[config.mk]
export PLATFORM = sky130hd
export DESIGN_NAME = dual_irq_source_mux
export DESIGN_NICKNAME = d
export VERILOG_FILES = /design/src/irq_mux_pkg.sv /design/src/pin_sync_edge.sv /design/src/dual_irq_source_mux.sv
export SDC_FILE = /design/constraint.sdc
export NUM_CORES = 1
export LEC_CHECK = 0
export ABC_AREA = 1
export BUFFER_PORTS_ARGS = -buffer_cell sky130_fd_sc_hd__buf_2
export CORE_MARGIN = 5
export CORE_UTILIZATION = 53
export DETAILED_ROUTE_END_ITERATION = 8
export PLACE_DENSITY = 0.84
export SETUP_SLACK_MARGIN = 0.4
export SLEW_MARGIN = 20
export SYNTH_ARGS = -nofsm -noshare
export SYNTH_HDL_FRONTEND = slang
export SYNTH_HIERARCHICAL = 1
export SYNTH_SLANG_ARGS = --single-unit
[constraint.sdc]
create_clock -name i_core_clk -period 2 [get_ports i_core_clk]
set_input_delay 0.4 -clock i_core_clk [delete_from_list [all_inputs] [get_ports i_core_clk]]
set_output_delay 0.4 -clock i_core_clk [all_outputs]
set_load 0.02 [all_outputs]
[src/irq_mux_pkg.sv]
package irq_mux_pkg;

	// register map, 8-bit i/o space of the card
	localparam logic [7:0] SRC_SEL_OFFSET = 8'h20;
	localparam logic [7:0] CLEAR_OFFSET = 8'h30;

	// field positions inside the source-select byte
	localparam int CH1_SEL_LSB = 0;
	localparam int CH2_SEL_LSB = 2;
	localparam int SEL_WIDTH = 4;

	// field positions inside the clear-request byte
	localparam int CLR_CH1_BIT = 0;
	localparam int CLR_CH2_BIT = 1;

	// value of the source-select bits after any reset
	localparam logic [3:0] SRC_SEL_RESET = 4'h0;

	// sampled pin positions on the synchroniser
	localparam int PIN_G1_L0 = 0;
	localparam int PIN_G1_L3 = 1;
	localparam int PIN_G1_L4 = 2;
	localparam int PIN_G2_L0 = 3;
	localparam int PIN_G2_L3 = 4;
	localparam int PIN_EVT = 5;
	localparam int PIN_TMR = 6;
	localparam int PIN_COUNT = 7;

	// reset value of every sampled pin (idle high, as on the pulled-up port)
	localparam logic [6:0] PIN_IDLE = 7'h7f;

	// per-channel source encodings
	typedef enum logic [1:0] {
		SRC_OFF = 2'b00,
		SRC_FALL = 2'b01,
		SRC_COMB = 2'b10,
		SRC_COUNT = 2'b11
	} irq_src_t;

endpackage

[src/pin_sync_edge.sv]
// two-stage synchroniser with edge detect on the settled copy
module pin_sync_edge
	import irq_mux_pkg::*;
(
	// clock and reset
	input wire logic i_core_clk,
	input wire logic i_resetn,
	// raw pins
	input wire logic [PIN_COUNT-1:0] i_pins,
	// settled level and one-cycle edges
	output logic [PIN_COUNT-1:0] o_level,
	output logic [PIN_COUNT-1:0] o_rise,
	output logic [PIN_COUNT-1:0] o_fall
);

	logic [PIN_COUNT-1:0] meta_reg;
	logic [PIN_COUNT-1:0] level_reg;
	logic [PIN_COUNT-1:0] prev_reg;

	// the first stage feeds only the second; edges compare stages two and three
	genvar g;
	generate
		for (g = 0; g < PIN_COUNT; g++) begin : g_pin
			always_ff @(posedge i_core_clk or negedge i_resetn) begin
				if (!i_resetn) begin
					meta_reg[g] <= PIN_IDLE[g];
					level_reg[g] <= PIN_IDLE[g];
					prev_reg[g] <= PIN_IDLE[g];
				end else begin
					meta_reg[g] <= i_pins[g];
					level_reg[g] <= meta_reg[g];
					prev_reg[g] <= level_reg[g];
				end
			end
			assign o_rise[g] = level_reg[g] & ~prev_reg[g];
			assign o_fall[g] = ~level_reg[g] & prev_reg[g];
		end
	endgenerate

	assign o_level = level_reg;

endmodule // pin_sync_edge

[src/dual_irq_source_mux.sv]
// How it works
// RULE1: both channels drive one shared active-low interrupt line to the host.
// RULE2: source-select byte at offset 0x20 is write-only; low four bits used.
// RULE3: first channel field 00 disables, 01 triggers on group-1 line 0 falling.
// RULE4: first channel field 11 triggers when the event counter reaches zero.
// RULE5: second channel field 00 off, 01 group-2 line 0 falling, 10 combined.
// RULE6: second channel field 11 triggers when the cascaded timer reaches zero.
// RULE7: combined mode raises nothing while line 0 stays high.
// RULE8: combined mode raises nothing while line 3 stays low.
// RULE9: combined mode triggers on line 3 falling while line 0 is low.
// RULE10: combined mode triggers on line 0 rising while line 3 is high.
// RULE11: host software finds which channel raised the shared line.
// RULE12: host checks the other channel, then clears the serviced one.
// RULE13: event counter is clocked from group-1 control line 4.
// RULE14: cascaded timer output feeds the second channel's timer source.
// RULE15: requests latch on trigger and hold until software clears them.
// RULE16: after reset both fields read disabled, so nothing is requested.
module dual_irq_source_mux
	import irq_mux_pkg::*;
(
	// clock and asynchronous reset
	input wire logic i_core_clk,
	input wire logic i_resetn,
	// 8-bit i/o write port from the bus interface controller
	input wire logic i_io_wr,
	input wire logic [7:0] i_io_addr,
	input wire logic [7:0] i_io_wdata,
	// port-c control lines of both groups
	input wire logic i_grp1_ctl_line0,
	input wire logic i_grp1_ctl_line3,
	input wire logic i_grp1_ctl_line4,
	input wire logic i_grp2_ctl_line0,
	input wire logic i_grp2_ctl_line3,
	// counter outputs from the timer block
	input wire logic i_event_count_out,
	input wire logic i_cascade_timer_out,
	// request state and shared interrupt
	output logic o_first_request_channel,
	output logic o_second_request_channel,
	output logic o_inta_n,
	// clock for the event counter
	output logic o_event_counter_clk
);

	// reset release through two flops
	logic rst_meta_reg;
	logic rst_n_reg;

	always_ff @(posedge i_core_clk or negedge i_resetn) begin
		if (!i_resetn) begin
			rst_meta_reg <= 1'b0;
			rst_n_reg <= 1'b0;
		end else begin
			rst_meta_reg <= 1'b1;
			rst_n_reg <= rst_meta_reg;
		end
	end

	// every pin crosses into the core clock before any decision
	logic [PIN_COUNT-1:0] raw_pins;
	logic [PIN_COUNT-1:0] pin_lvl;
	logic [PIN_COUNT-1:0] pin_rise;
	logic [PIN_COUNT-1:0] pin_fall;

	assign raw_pins[PIN_G1_L0] = i_grp1_ctl_line0;
	assign raw_pins[PIN_G1_L3] = i_grp1_ctl_line3;
	assign raw_pins[PIN_G1_L4] = i_grp1_ctl_line4;
	assign raw_pins[PIN_G2_L0] = i_grp2_ctl_line0;
	assign raw_pins[PIN_G2_L3] = i_grp2_ctl_line3;
	assign raw_pins[PIN_EVT] = i_event_count_out;
	assign raw_pins[PIN_TMR] = i_cascade_timer_out;

	pin_sync_edge u_sync (
		.i_core_clk(i_core_clk),
		.i_resetn(rst_n_reg),
		.i_pins(raw_pins),
		.o_level(pin_lvl),
		.o_rise(pin_rise),
		.o_fall(pin_fall)
	);

	// trigger decode shared by both channels
	function automatic logic chan_trigger(
		input irq_src_t sel,
		input logic l0_lvl,
		input logic l0_rise,
		input logic l0_fall,
		input logic l3_lvl,
		input logic l3_fall,
		input logic count_evt
	);
		logic hit;
		hit = 1'b0;
		case (sel)
			SRC_OFF: hit = 1'b0;
			SRC_FALL: hit = l0_fall;
			// combined: line 0 staying high or line 3 staying low blocks everything
			SRC_COMB: hit = (l3_fall & ~l0_lvl) // RULE7 RULE9
				| (l0_rise & l3_lvl); // RULE8 RULE10
			SRC_COUNT: hit = count_evt;
			default: hit = 1'b0;
		endcase
		return hit;
	endfunction

	// register decode
	logic sel_wr;
	logic clr_wr;

	assign sel_wr = i_io_wr && (i_io_addr == SRC_SEL_OFFSET); // RULE2
	assign clr_wr = i_io_wr && (i_io_addr == CLEAR_OFFSET);

	// source-select and request state
	logic [SEL_WIDTH-1:0] src_sel_reg;
	logic [SEL_WIDTH-1:0] src_sel_next;
	logic req1_reg;
	logic req1_next;
	logic req2_reg;
	logic req2_next;
	logic inta_n_reg;
	logic inta_n_next;
	logic cnt_clk_reg;
	logic cnt_clk_next;
	logic trig1;
	logic trig2;
	irq_src_t sel1;
	irq_src_t sel2;

	assign sel1 = irq_src_t'(src_sel_reg[CH1_SEL_LSB +: 2]);
	assign sel2 = irq_src_t'(src_sel_reg[CH2_SEL_LSB +: 2]);

	// event counter on group 1 line 0/3, timer on group 2 line 0/3
	assign trig1 = chan_trigger(sel1, pin_lvl[PIN_G1_L0], pin_rise[PIN_G1_L0], // RULE3
		pin_fall[PIN_G1_L0], pin_lvl[PIN_G1_L3], pin_fall[PIN_G1_L3],
		pin_rise[PIN_EVT]); // RULE4
	// the timer pulses low at its zero count, so its falling edge is the event
	assign trig2 = chan_trigger(sel2, pin_lvl[PIN_G2_L0], pin_rise[PIN_G2_L0], // RULE5
		pin_fall[PIN_G2_L0], pin_lvl[PIN_G2_L3], pin_fall[PIN_G2_L3],
		pin_fall[PIN_TMR]); // RULE6 RULE14

	// next-state: select byte, sticky requests, shared line
	always_comb begin
		src_sel_next = src_sel_reg;
		if (sel_wr) begin
			src_sel_next = i_io_wdata[SEL_WIDTH-1:0]; // RULE2
		end
		// set wins over a clear arriving in the same cycle, so no event is lost
		req1_next = req1_reg;
		if (clr_wr && i_io_wdata[CLR_CH1_BIT]) begin
			req1_next = 1'b0; // RULE15
		end
		if (trig1) begin
			req1_next = 1'b1; // RULE15
		end
		req2_next = req2_reg;
		if (clr_wr && i_io_wdata[CLR_CH2_BIT]) begin
			req2_next = 1'b0;
		end
		if (trig2) begin
			req2_next = 1'b1;
		end
		inta_n_next = ~(req1_next | req2_next); // RULE1
		cnt_clk_next = pin_lvl[PIN_G1_L4]; // RULE13
	end

	always_ff @(posedge i_core_clk or negedge rst_n_reg) begin
		if (!rst_n_reg) begin
			src_sel_reg <= SRC_SEL_RESET; // RULE16
			req1_reg <= 1'b0;
			req2_reg <= 1'b0;
			inta_n_reg <= 1'b1;
			cnt_clk_reg <= 1'b1;
		end else begin
			src_sel_reg <= src_sel_next;
			req1_reg <= req1_next;
			req2_reg <= req2_next;
			inta_n_reg <= inta_n_next;
			cnt_clk_reg <= cnt_clk_next;
		end
	end

	// the pending bits let software tell the two channels apart
	assign o_first_request_channel = req1_reg;
	assign o_second_request_channel = req2_reg;
	assign o_inta_n = inta_n_reg;
	assign o_event_counter_clk = cnt_clk_reg;
endmodule // dual_irq_source_mux

# Word level (Yosys, flattened, before mapping)
# Index checks and enable logic that the tools add are counted.
[op_classes]
eq_ne = 8
mux = 6
bitwise = 24
n_reduce_logical = 6
[op_table]
columns = ["op", "n"]
rows = [
  ["8-bit by 6-bit == test with 1-bit output, second input constant", 2],
  ["1-bit bitwise AND", 12],
  ["1-bit NOT", 9],
  ["2-bit == test, second input constant", 4],
  ["1-bit case mux with 4 select lines", 2],
  ["2-bit by 1-bit == test with 1-bit output, second input constant", 2],
  ["1-bit logical AND", 4],
  ["2-bit logical NOT", 2],
  ["1-bit 2-to-1 mux", 4],
  ["1-bit bitwise OR", 3],
]
[word_totals]
register_bits = 30
elab_cells = 71

# Longest topological paths before layout
# Gate-level depths: netlist of run 1.
[depth]
word_depth = 8
ltp_mapped = 7

# Modules after synthesis
# The synthesis of run 1 kept the hierarchy.
[by_module_without_submodules]
columns = ["module", "instances", "cells_per_inst", "area_per_inst_um2"]
rows = [
  ["pin_sync_edge", 1, 49, 656.9],
  ["dual_irq_source_mux", 1, 51, 451.7],
]

# Least setup slack after synthesis of run 1
# Ideal clock, no wire load.
[synth_timing]
path_type = "input to register"
startpoint = "in i_io_addr[7]"
endpoint = "reg src_sel_reg[0]"
arrival_ps = 955
required_time_ps = 1879
setup_slack_ps = 924
path_stages = 6
n_path_buf = 0
cell_sequence = "nor2_1 > nand2_1 > nor2_4 > nand3b_2 > nand2_1 > o21ai_1"
[synth_between]
elab_chain_cells = 2
[synth_rtl]
columns = ["item", "line_no", "text"]
rows = [
  ["from (decl)", "dual_irq_source_mux.sv:26", "input wire logic [7:0] i_io_addr,"],
  ["8-bit by 6-bit == test with 1-bit output", "dual_irq_source_mux.sv:110", "assign sel_wr = i_io_wr && (i_io_addr == SRC_SEL_OFFSET);"],
  ["1-bit logical AND", "dual_irq_source_mux.sv:110", ""],
  ["to (signal assigned)", "dual_irq_source_mux.sv:174", "src_sel_reg <= src_sel_next;"],
  ["to (decl)", "dual_irq_source_mux.sv:114", "logic [SEL_WIDTH-1:0] src_sel_reg;"],
]
# Every way passes these cells.
# A chain may end at the register's enable or synchronous reset.

# Worst setup path in the final report of run 1
[layout_timing]
startpoint = "reg inta_n_reg (netlist: o_inta_n)"
endpoint = "out o_inta_n"
[layout_lines]
columns = ["item", "line_no", "text"]
rows = [
  ["from (decl)", "dual_irq_source_mux.sv:120", "logic inta_n_reg;"],
  ["from (signal assigned)", "dual_irq_source_mux.sv:177", "inta_n_reg <= inta_n_next;"],
  ["to (decl)", "dual_irq_source_mux.sv:40", "output logic o_inta_n,"],
]
# No word-level cell between the ends.

==> results of run 1 <==
-- worst max-delay path by stage --
stage / slack, ns / start / endpoint
floorplan: 0.92 / i_io_addr[7] / src_sel_reg[0]
global placement: 0.77 / i_io_addr[7] / src_sel_reg[1]
detailed placement: 0.70 / i_io_addr[7] / src_sel_reg[1]
CTS: 0.60 / o_inta_n / o_inta_n
global route: 0.58 / o_inta_n / o_inta_n
finish: 0.62 / o_inta_n / o_inta_n
-- cell usage in the layout (no fill, tap or decap), types with 3 or more instances in the layout --
| master | instances |
|---|---|
| buf_2 | 25 |
| dfstp_2 | 22 |
| inv_1 | 15 |
| nand2_1 | 11 |
| clkbuf_4 | 5 |
| nor2_1 | 12 |
| dfrtp_1 | 8 |
| nand3b_1 | 4 |
| clkbuf_1 | 3 |
| o21ai_1 | 4 |
| a21oi_1 | 4 |
-- metrics by stage --
stage	hold slack [ns]	worst slack [ns]	power (W)	instances
4_1_cts	0.171	0.603	0.00107	149
3_5_place_dp	0.186	0.697	0.000745	140
2_1_floorplan	0.104	0.924	0.000708	87
6_report	0.184	0.620	0.00105	149
3_3_place_gp	0.185	0.767	0.000739	140
5_1_grt	0.161	0.583	0.00110	149
-- metal layers --
metal  track usage  vias to the layer above  wire length [um]
met2         0.223                       26               796
met3        0.0409                        5               138
li1              -                      334                 -
met5             0                        -                 0
met4         0.112                        0                43
met1         0.127                      302               670
-- cell type report --
type | count | area share
clock buffer | 8 | 0.0387
sequential | 30 | 0.616
multi-input combinational | 42 | 0.161
inverter | 15 | 0.0446
timing repair buffer | 27 | 0.113
tap | 27 | 0.0268
-- power groups by stage --
| stage | sequential (W) | clock (W) | combinational [W] |
|---|---|---|---|
| 6_report | 0.000673 | 0.000317 | 0.0000622 |
| 3_5_place_dp | 0.000684 | 0 | 0.0000612 |
| 4_1_cts | 0.000674 | 0.000329 | 0.0000632 |
| 5_1_grt | 0.000678 | 0.000355 | 0.0000706 |
| 2_1_floorplan | 0.000686 | 0 | 0.0000228 |
| 3_3_place_gp | 0.000681 | 0 | 0.0000577 |
==> results.json, run 1 <==
{
  "syn_area_um2": 1040,
  "design_area_um2": 1260,
  "drv_slew": 0,
  "gp_congestion": 0.716,
  "clk_path_buf_depth": 2,
  "cts.clk_slew.worst_paths_ns": 0.09,
  "path_depth": 1,
  "fin_util": 0.657,
  "start_util": 0.540,
  "tritoncts": "done",
  "first_pass_iters": 4,
  "cts-root-buf": "clkbuf_4",
  "p_seq_frac": 0.640,
  "antenna_cells": 0,
  "post_cts_buffers": 0,
  "slew_headroom": 0.583,
  "hold_start": "i_grp2_ctl_line0",
  "critPathMaxFanout": 1,
  "cp.arrival_ns": 0.98,
  "worst_ep_required_time_ns": 1.60,
  "drv_cap": 0,
  "fin_nets": 147,
  "ir_drop_uv": 544,
  "path_class": "register to output pin",
  "crit_path_cell_trace": "buf_2",
  "seq_area_um2": 778,
  "postRouteAntennaNets": 0,
  "cpPeakStageDelay_ns": 0.52,
  "cts.sinks": 30,
  "fin_tns_setup_ns": 0,
  "synthCells": 87,
  "gr-total-overflow": 0,
  "fillers": 159,
  "comb_power_share": 0.059,
  "cp_slowest_cell": "dfstp_2",
  "clk_latency_ns": 0.31,
  "multiInputGateArea_um2": 203,
  "wl_per_cell_um": 11.1,
  "period_needed_ns": 1.38,
  "viasPerCell": 4.48,
  "drive_above_1_share": 0.451,
  "rows": 16,
  "clkPwrFrac": 0.301,
  "port_buffers": 25,
  "p_leak_nw": 0.611,
  "syn-num-nets": 113,
  "drt_iter0_drc": 5,
  "dpl_cell_area_um2": 1200,
  "grt_start_max_net_pins": 19,
  "timing.rr.end": "o_inta_n",
  "status": "completed",
  "r2r_start": "u_sync/prev_reg[3]",
  "globalRouteTotalUtil": 0.131,
  "hold_viol_final": 0,
  "worstMarginPinSlew_ns": 0.626,
  "hold_buffers": 1,
  "dp_hpwl_mm": 1.25,
  "hold_end": "u_sync/meta_reg[3]",
  "p_switching_w": 0.000228,
  "power_density_nw_per_um2": 833,
  "die_y_um": 54.2,
  "cp_num_buf_inv": 1,
  "p_int_w": 0.000824,
  "drc": 0,
  "wl_mm": 1.65,
  "rsz0062_at_grt": "no",
  "first_global_vias": 637,
  "numCtsBuffers": 5,
  "grt_pass1_wl_mm": 2.51,
  "reg2reg_depth": 6,
  "rrSetupSlack_ns": 0.87,
  "setup_viol": 0,
  "die_x_um": 54.2,
  "switching_share": 0.217,
  "synth.avg_cell_area_um2": 11.9,
  "cp_top_family": "flip-flops",
  "whs_path_depth": 1,
  "area_growth_syn_to_layout_pct": 21.7,
  "dieArea_um2": 2940,
  "num_io_pins": 30,
  "cts_resized": 0,
  "min_path_type": "input port to register",
  "fin_skew_ns": 0.00937,
  "end_kind": "output pin",
  "vias": 667,
  "max_freq_mhz": 725,
  "h-tree-depth": 2,
  "startpoint_type": "register",
  "antenna_found_initial": 0,
  "core_um2": 1920,
  "yosys_warnings": 6,
  "period_share": 0.690
}
No activity file was read; power rests on OpenSTA's default activity.
==> inputs of run 2 (changes only) <==
--- a/config.mk
+++ b/config.mk
@@ -5,12 +5,12 @@
 export SDC_FILE = /design/constraint.sdc
 export NUM_CORES = 1
 export LEC_CHECK = 0
-export ABC_AREA = 1
+export ABC_AREA = 0
 export BUFFER_PORTS_ARGS = -buffer_cell sky130_fd_sc_hd__buf_2
 export CORE_MARGIN = 5
-export CORE_UTILIZATION = 53
+export CORE_UTILIZATION = 50
 export DETAILED_ROUTE_END_ITERATION = 8
-export PLACE_DENSITY = 0.84
+export PLACE_DENSITY = 0.8
 export SETUP_SLACK_MARGIN = 0.4
 export SLEW_MARGIN = 20
 export SYNTH_ARGS = -nofsm -noshare
==> constraint.sdc (replaced) <==
create_clock -name i_core_clk -period 1.4 [get_ports i_core_clk]
set_input_delay 0.28 -clock i_core_clk [delete_from_list [all_inputs] [get_ports i_core_clk]]
set_output_delay 0.28 -clock i_core_clk [all_outputs]
set_load 0.02 [all_outputs]
==> run 2 against run 1 <==
  * The run now ends with setup timing left
  * Largest power group unchanged
  * Register-to-register slack lost 0.90 ns
  * Critical endpoint is now o_inta_n
  * First-iteration DRC count is the same
  * Highest routed layer unchanged
  * Design area grew 11%
==> results.json, run 2 <==
{
  "status": "complete, but fails checks",
  "violations": "setup timing",
  "area_growth_syn_to_layout_pct": 31.7,
  "start_util": 0.530,
  "wl_mm": 1.75,
  "dp_hpwl_mm": 1.20,
  "p_leak_nw": 0.660,
  "drv_slew": 0,
  "cp_top_family": "compound AO/OA/AOI/OAI gates",
  "final_common_cell": "dfstp_2",
  "drt_iter0_drc": 5,
  "synthCells": 64,
  "numCtsBuffers": 5,
  "clk_latency_ns": 0.33,
  "drt-met1-wl_um": 627,
  "fin_util": 0.698,
  "fin_tns_setup_ns": -0.0283,
  "fin_nets": 128,
  "first_global_vias": 667,
  "power_density_nw_per_um2": 1140,
  "gr-total-overflow": 0,
  "end_kind": "register",
  "dieArea_um2": 3140,
  "cp_num_buf_inv": 0,
  "cp.arrival_ns": 1.68,
  "synth.avg_cell_area_um2": 16.6,
  "layout_common_cells": "dfstp_2, buf_2, dfrtp_1, and2b_2",
  "min_path_type": "input port to register",
  "vias": 619,
  "rsz0062_at_grt": "yes",
  "cp_slowest_cell": "dfstp_2",
  "cpPeakStageDelay_ns": 0.53,
  "period_needed_ns": 1.43,
  "dpl_cell_area_um2": 1270,
  "drive_above_1_share": 0.748,
  "syn-num-nets": 90,
  "port_buffers": 25,
  "die_y_um": 56.1,
  "antenna_cells": 0,
  "setup_ws_ns": -0.0283,
  "setup_viol": 1,
  "grt_start_max_net_pins": 24,
  "crit_path_cell_trace": "and2b_2 > a221oi_2 > o32ai_1 > a211oi_1",
  "design_area_um2": 1400,
  "path_class": "register to register",
  "antenna_found_initial": 0,
  "numPlacedInstances": 119,
  "globalRouteTotalUtil": 0.132,
  "wl_per_cell_um": 13.5,
  "clk_path_buf_depth": 2,
  "critPathMaxFanout": 2,
  "cts.sinks": 30,
  "syn_area_um2": 1060,
  "yosys_warnings": 6,
  "grt_pass1_wl_mm": 3.04,
  "h-tree-depth": 2,
  "cts-root-buf": "clkbuf_4",
  "drv_cap": 0,
  "fin_skew_ns": 0.00984,
  "dr_wl_met2_um": 946,
  "dpl_worst_slack_ns": -0.000342,
  "final_cell_count_no_fill": 130,
  "fillers": 147,
  "highest_layer": "met4",
  "period_share": 1.02,
  "gp_congestion": 0.704,
  "core_um2": 2000,
  "rows": 16,
  "ir_drop_uv": 631,
  "drc": 0,
  "cts.clk_slew.worst_paths_ns": 0.09,
  "postRouteAntennaNets": 0,
  "tritoncts": "done",
  "wl_met3_um": 113,
  "hold_viol_final": 0,
  "num_io_pins": 30,
  "first_pass_iters": 3,
  "worst_ep_required_time_ns": 1.65,
  "startpoint_type": "register",
  "viasPerCell": 4.76,
  "die_x_um": 56.1,
  "max_freq_mhz": 700
}
==> run 2: worst paths after layout <==
path	start	depth (start not counted)	slack (ns)	end
min in group asynchronous	i_resetn	2	0.26	rst_meta_reg
min	i_grp2_ctl_line3	1	0.03	u_sync/meta_reg[4]
max in group asynchronous	rst_n_reg	1	0.73	u_sync/o_level[0]
max	u_sync/o_level[1]	4	-0.03	o_inta_n
max reg2reg	u_sync/o_level[1]	4	-0.03	o_inta_n
min reg2reg	rst_n_reg	0	0.31	u_sync/meta_reg[6]
==> run 2: power by group <==
group	switching, W	internal, W
logic	0.0000424	0.0000658
clock network	0.000291	0.000241
registers	0.0000214	0.000930
total	0.000355	0.00124
==> run 2: what timing repair did <==
item / in CTS / in global routing
endpoints found under the setup margin: 11 / 11
endpoints found under the hold margin: 2 / 0
pin swaps: 2 / 0
hold buffers: 1 / 0
gates resized for setup: 9 / 2
setup buffers: 2 / 0
==> run 2: worst reg2reg max path: cells and delay by family (launching register included) <==
family / cells / cell delay [ns]
flip-flops: 1 / 0.53
AND/OR/NAND/NOR: 1 / 0.21
AO/OA/AOI/OAI: 3 / 0.60
==> run 2: layout make-up <==
class / instances / area (um^2) / area share
Sequential cell: 30 / 778 / 0.557
Inverter: 4 / 15.0 / 0.0107
Clock inverter: 2 / 12.5 / 0.00895
Clock buffer: 6 / 51.3 / 0.0367
Timing Repair Buffer: 31 / 214 / 0.153
Tap cell: 27 / 33.8 / 0.0242
Multi-Input combinational cell: 30 / 293 / 0.209
==> run 2: metal layers <==
layer | global-route usage | vias up
met2 | 0.210 | 16
li1 | - | 294
met4 | 0.102 | 0
met3 | 0.0510 | 8
met5 | 0 | -
met1 | 0.140 | 301
==> run 2: per-stage QoR <==
step                      total power [W]  hold WS [ns]
after floorplan                   0.00101       -0.0156
after global placement            0.00106        0.0647
after detailed placement          0.00107        0.0675
after CTS                         0.00161        0.0253
after global routing              0.00166        0.0177
final                             0.00159        0.0348
==> inputs of run 3 (changes only) <==
--- a/config.mk
+++ b/config.mk
@@ -11,6 +11,7 @@
 export CORE_UTILIZATION = 50
 export DETAILED_ROUTE_END_ITERATION = 8
 export PLACE_DENSITY = 0.8
+export RECOVER_POWER = 50
 export SETUP_SLACK_MARGIN = 0.4
 export SLEW_MARGIN = 20
 export SYNTH_ARGS = -nofsm -noshare
==> run 3 against run 2 <==
  * The run still ends with setup timing left
  * Global-route usage did not move
  * Core utilization fell by 0.38 points
  * Cell count did not move
  * Worst setup slack did not move
  * Register-to-register slack barely moved
==> results.json, run 3 (synthesis gave the netlist of run 2 again) <==
{
  "status": "complete, but fails checks",
  "violations": "setup timing",
  "port_buffers": 25,
  "dpl_cell_area_um2": 1270,
  "layout_common_cells": "dfstp_2, buf_2, dfrtp_1, and2b_2",
  "wl_mm": 1.75,
  "worstMarginPinSlew_ns": 0.517,
  "core_um2": 2000,
  "min_path_type": "input port to register",
  "gr-total-overflow": 0,
  "hold_slack_ns": 0.0350,
  "path_class": "register to register",
  "critPathMaxFanout": 2,
  "power_density_nw_per_um2": 1140,
  "final_cell_count_no_fill": 130,
  "start_util": 0.530,
  "drv_slew": 0,
  "numPlacedInstances": 119,
  "cts.sinks": 30,
  "clk_path_buf_depth": 2,
  "startpoint_type": "register",
  "wl_per_cell_um": 13.5,
  "antenna_found_initial": 0,
  "drc": 0,
  "vias": 619,
  "antenna_cells": 0,
  "fillers": 150,
  "die_x_um": 56.1,
  "die_y_um": 56.1,
  "numCtsBuffers": 5,
  "area_growth_syn_to_layout_pct": 31.0,
  "drv_cap": 0,
  "first_global_vias": 667,
  "p_leak_nw": 0.652,
  "max_freq_mhz": 700,
  "postRouteAntennaNets": 0,
  "tritoncts": "done",
  "cts.clk_slew.worst_paths_ns": 0.09,
  "cts-root-buf": "clkbuf_4",
  "final_common_cell": "dfstp_2",
  "num_io_pins": 30,
  "rsz0062_at_grt": "yes",
  "clk_latency_ns": 0.33,
  "cp.arrival_ns": 1.68,
  "grt_pass1_wl_mm": 3.04,
  "dp_hpwl_mm": 1.20,
  "hold_viol_final": 0,
  "globalRouteTotalUtil": 0.132,
  "slew_headroom": 0.656,
  "drt_iter0_drc": 5,
  "design_area_um2": 1390,
  "fin_nets": 128,
  "first_pass_iters": 3,
  "ir_drop_uv": 631,
  "period_share": 1.02,
  "dieArea_um2": 3140,
  "end_kind": "register",
  "fin_util": 0.694,
  "worst_ep_required_time_ns": 1.65,
  "setup_viol": 1,
  "drive_above_1_share": 0.709,
  "h-tree-depth": 2,
  "grt_start_max_net_pins": 24,
  "gp_congestion": 0.704,
  "period_needed_ns": 1.43,
  "rows": 16,
  "fin_skew_ns": 0.00986,
  "viasPerCell": 4.76,
  "setup_ws_ns": -0.0283
}
==> run 3: cell types whose count changed in the layout (fill, tap and decap cells not counted) <==
cell,change
clkbuf_1,+2
dfstp_2,-2
clkbuf_2,+1
buf_4,-2
buf_2,-1
dfstp_1,+2
==> run 3: final timing paths <==
| check | depth (start not counted) | from | to | slack, ns |
|---|---|---|---|---|
| max | 4 | u_sync/o_level[1] | o_inta_n | -0.03 |
| min | 1 | i_grp2_ctl_line3 | u_sync/meta_reg[4] | 0.04 |
| max reg2reg | 4 | u_sync/o_level[1] | o_inta_n | -0.03 |
| min reg2reg | 0 | rst_n_reg | u_sync/meta_reg[6] | 0.31 |
| max in group asynchronous | 1 | rst_n_reg | u_sync/o_level[0] | 0.55 |
| min in group asynchronous | 2 | i_resetn | rst_meta_reg | 0.26 |
==> run 3: repair_timing <==
action                                  in CTS  in global routing
endpoints found under the setup margin      11                 11
hold buffers                                 1                  0
endpoints found under the hold margin        2                  0
pin swaps                                    2                  0
gates resized for setup                      9                  2
buffers inserted                             2                  0
==> run 3: layout make-up <==
type,count,area [um^2],area share
clock inverters,2,12.5,0.00900
inverters,4,15.0,0.0108
flip-flops and latches,30,778,0.560
multi-input cells,30,293,0.211
repair buffers,31,206,0.149
clock buffers,6,51.3,0.0369
well taps,27,33.8,0.0243
==> run 3: metrics by stage <==
| stage | TNS [ns] | setup WS (ns) | power (W) |
|---|---|---|---|
| 2_1_floorplan | 0 | 0.0518 | 0.00101 |
| 3_3_place_gp | 0 | 0.0105 | 0.00106 |
| 3_5_place_dp | -0.000342 | -0.000342 | 0.00107 |
| 4_1_cts | -0.0115 | -0.0115 | 0.00161 |
| 5_1_grt | -0.223 | -0.103 | 0.00166 |
| 6_report | -0.0283 | -0.0283 | 0.00159 |
==> run 3: critical path, cell delays in order (launching register included) <==
cell      delay, ns
dfstp_2        0.53
and2b_2        0.21
a221oi_2       0.24
o32ai_1        0.13
a211oi_1       0.23
==> run 3: report_power, final <==
part / internal, W / switching (W) / total, W
Sequential: 0.000929 / 0.0000212 / 0.000950
Clock: 0.000241 / 0.000291 / 0.000532
Combinational: 0.0000634 / 0.0000425 / 0.000106
Total: 0.00123 / 0.000354 / 0.00159
==> run 3: per-layer routing <==
metal,GRT usage,routed length (um)
met1,0.140,626
met2,0.210,949
met3,0.0510,113
met4,0.102,65
met5,0,0
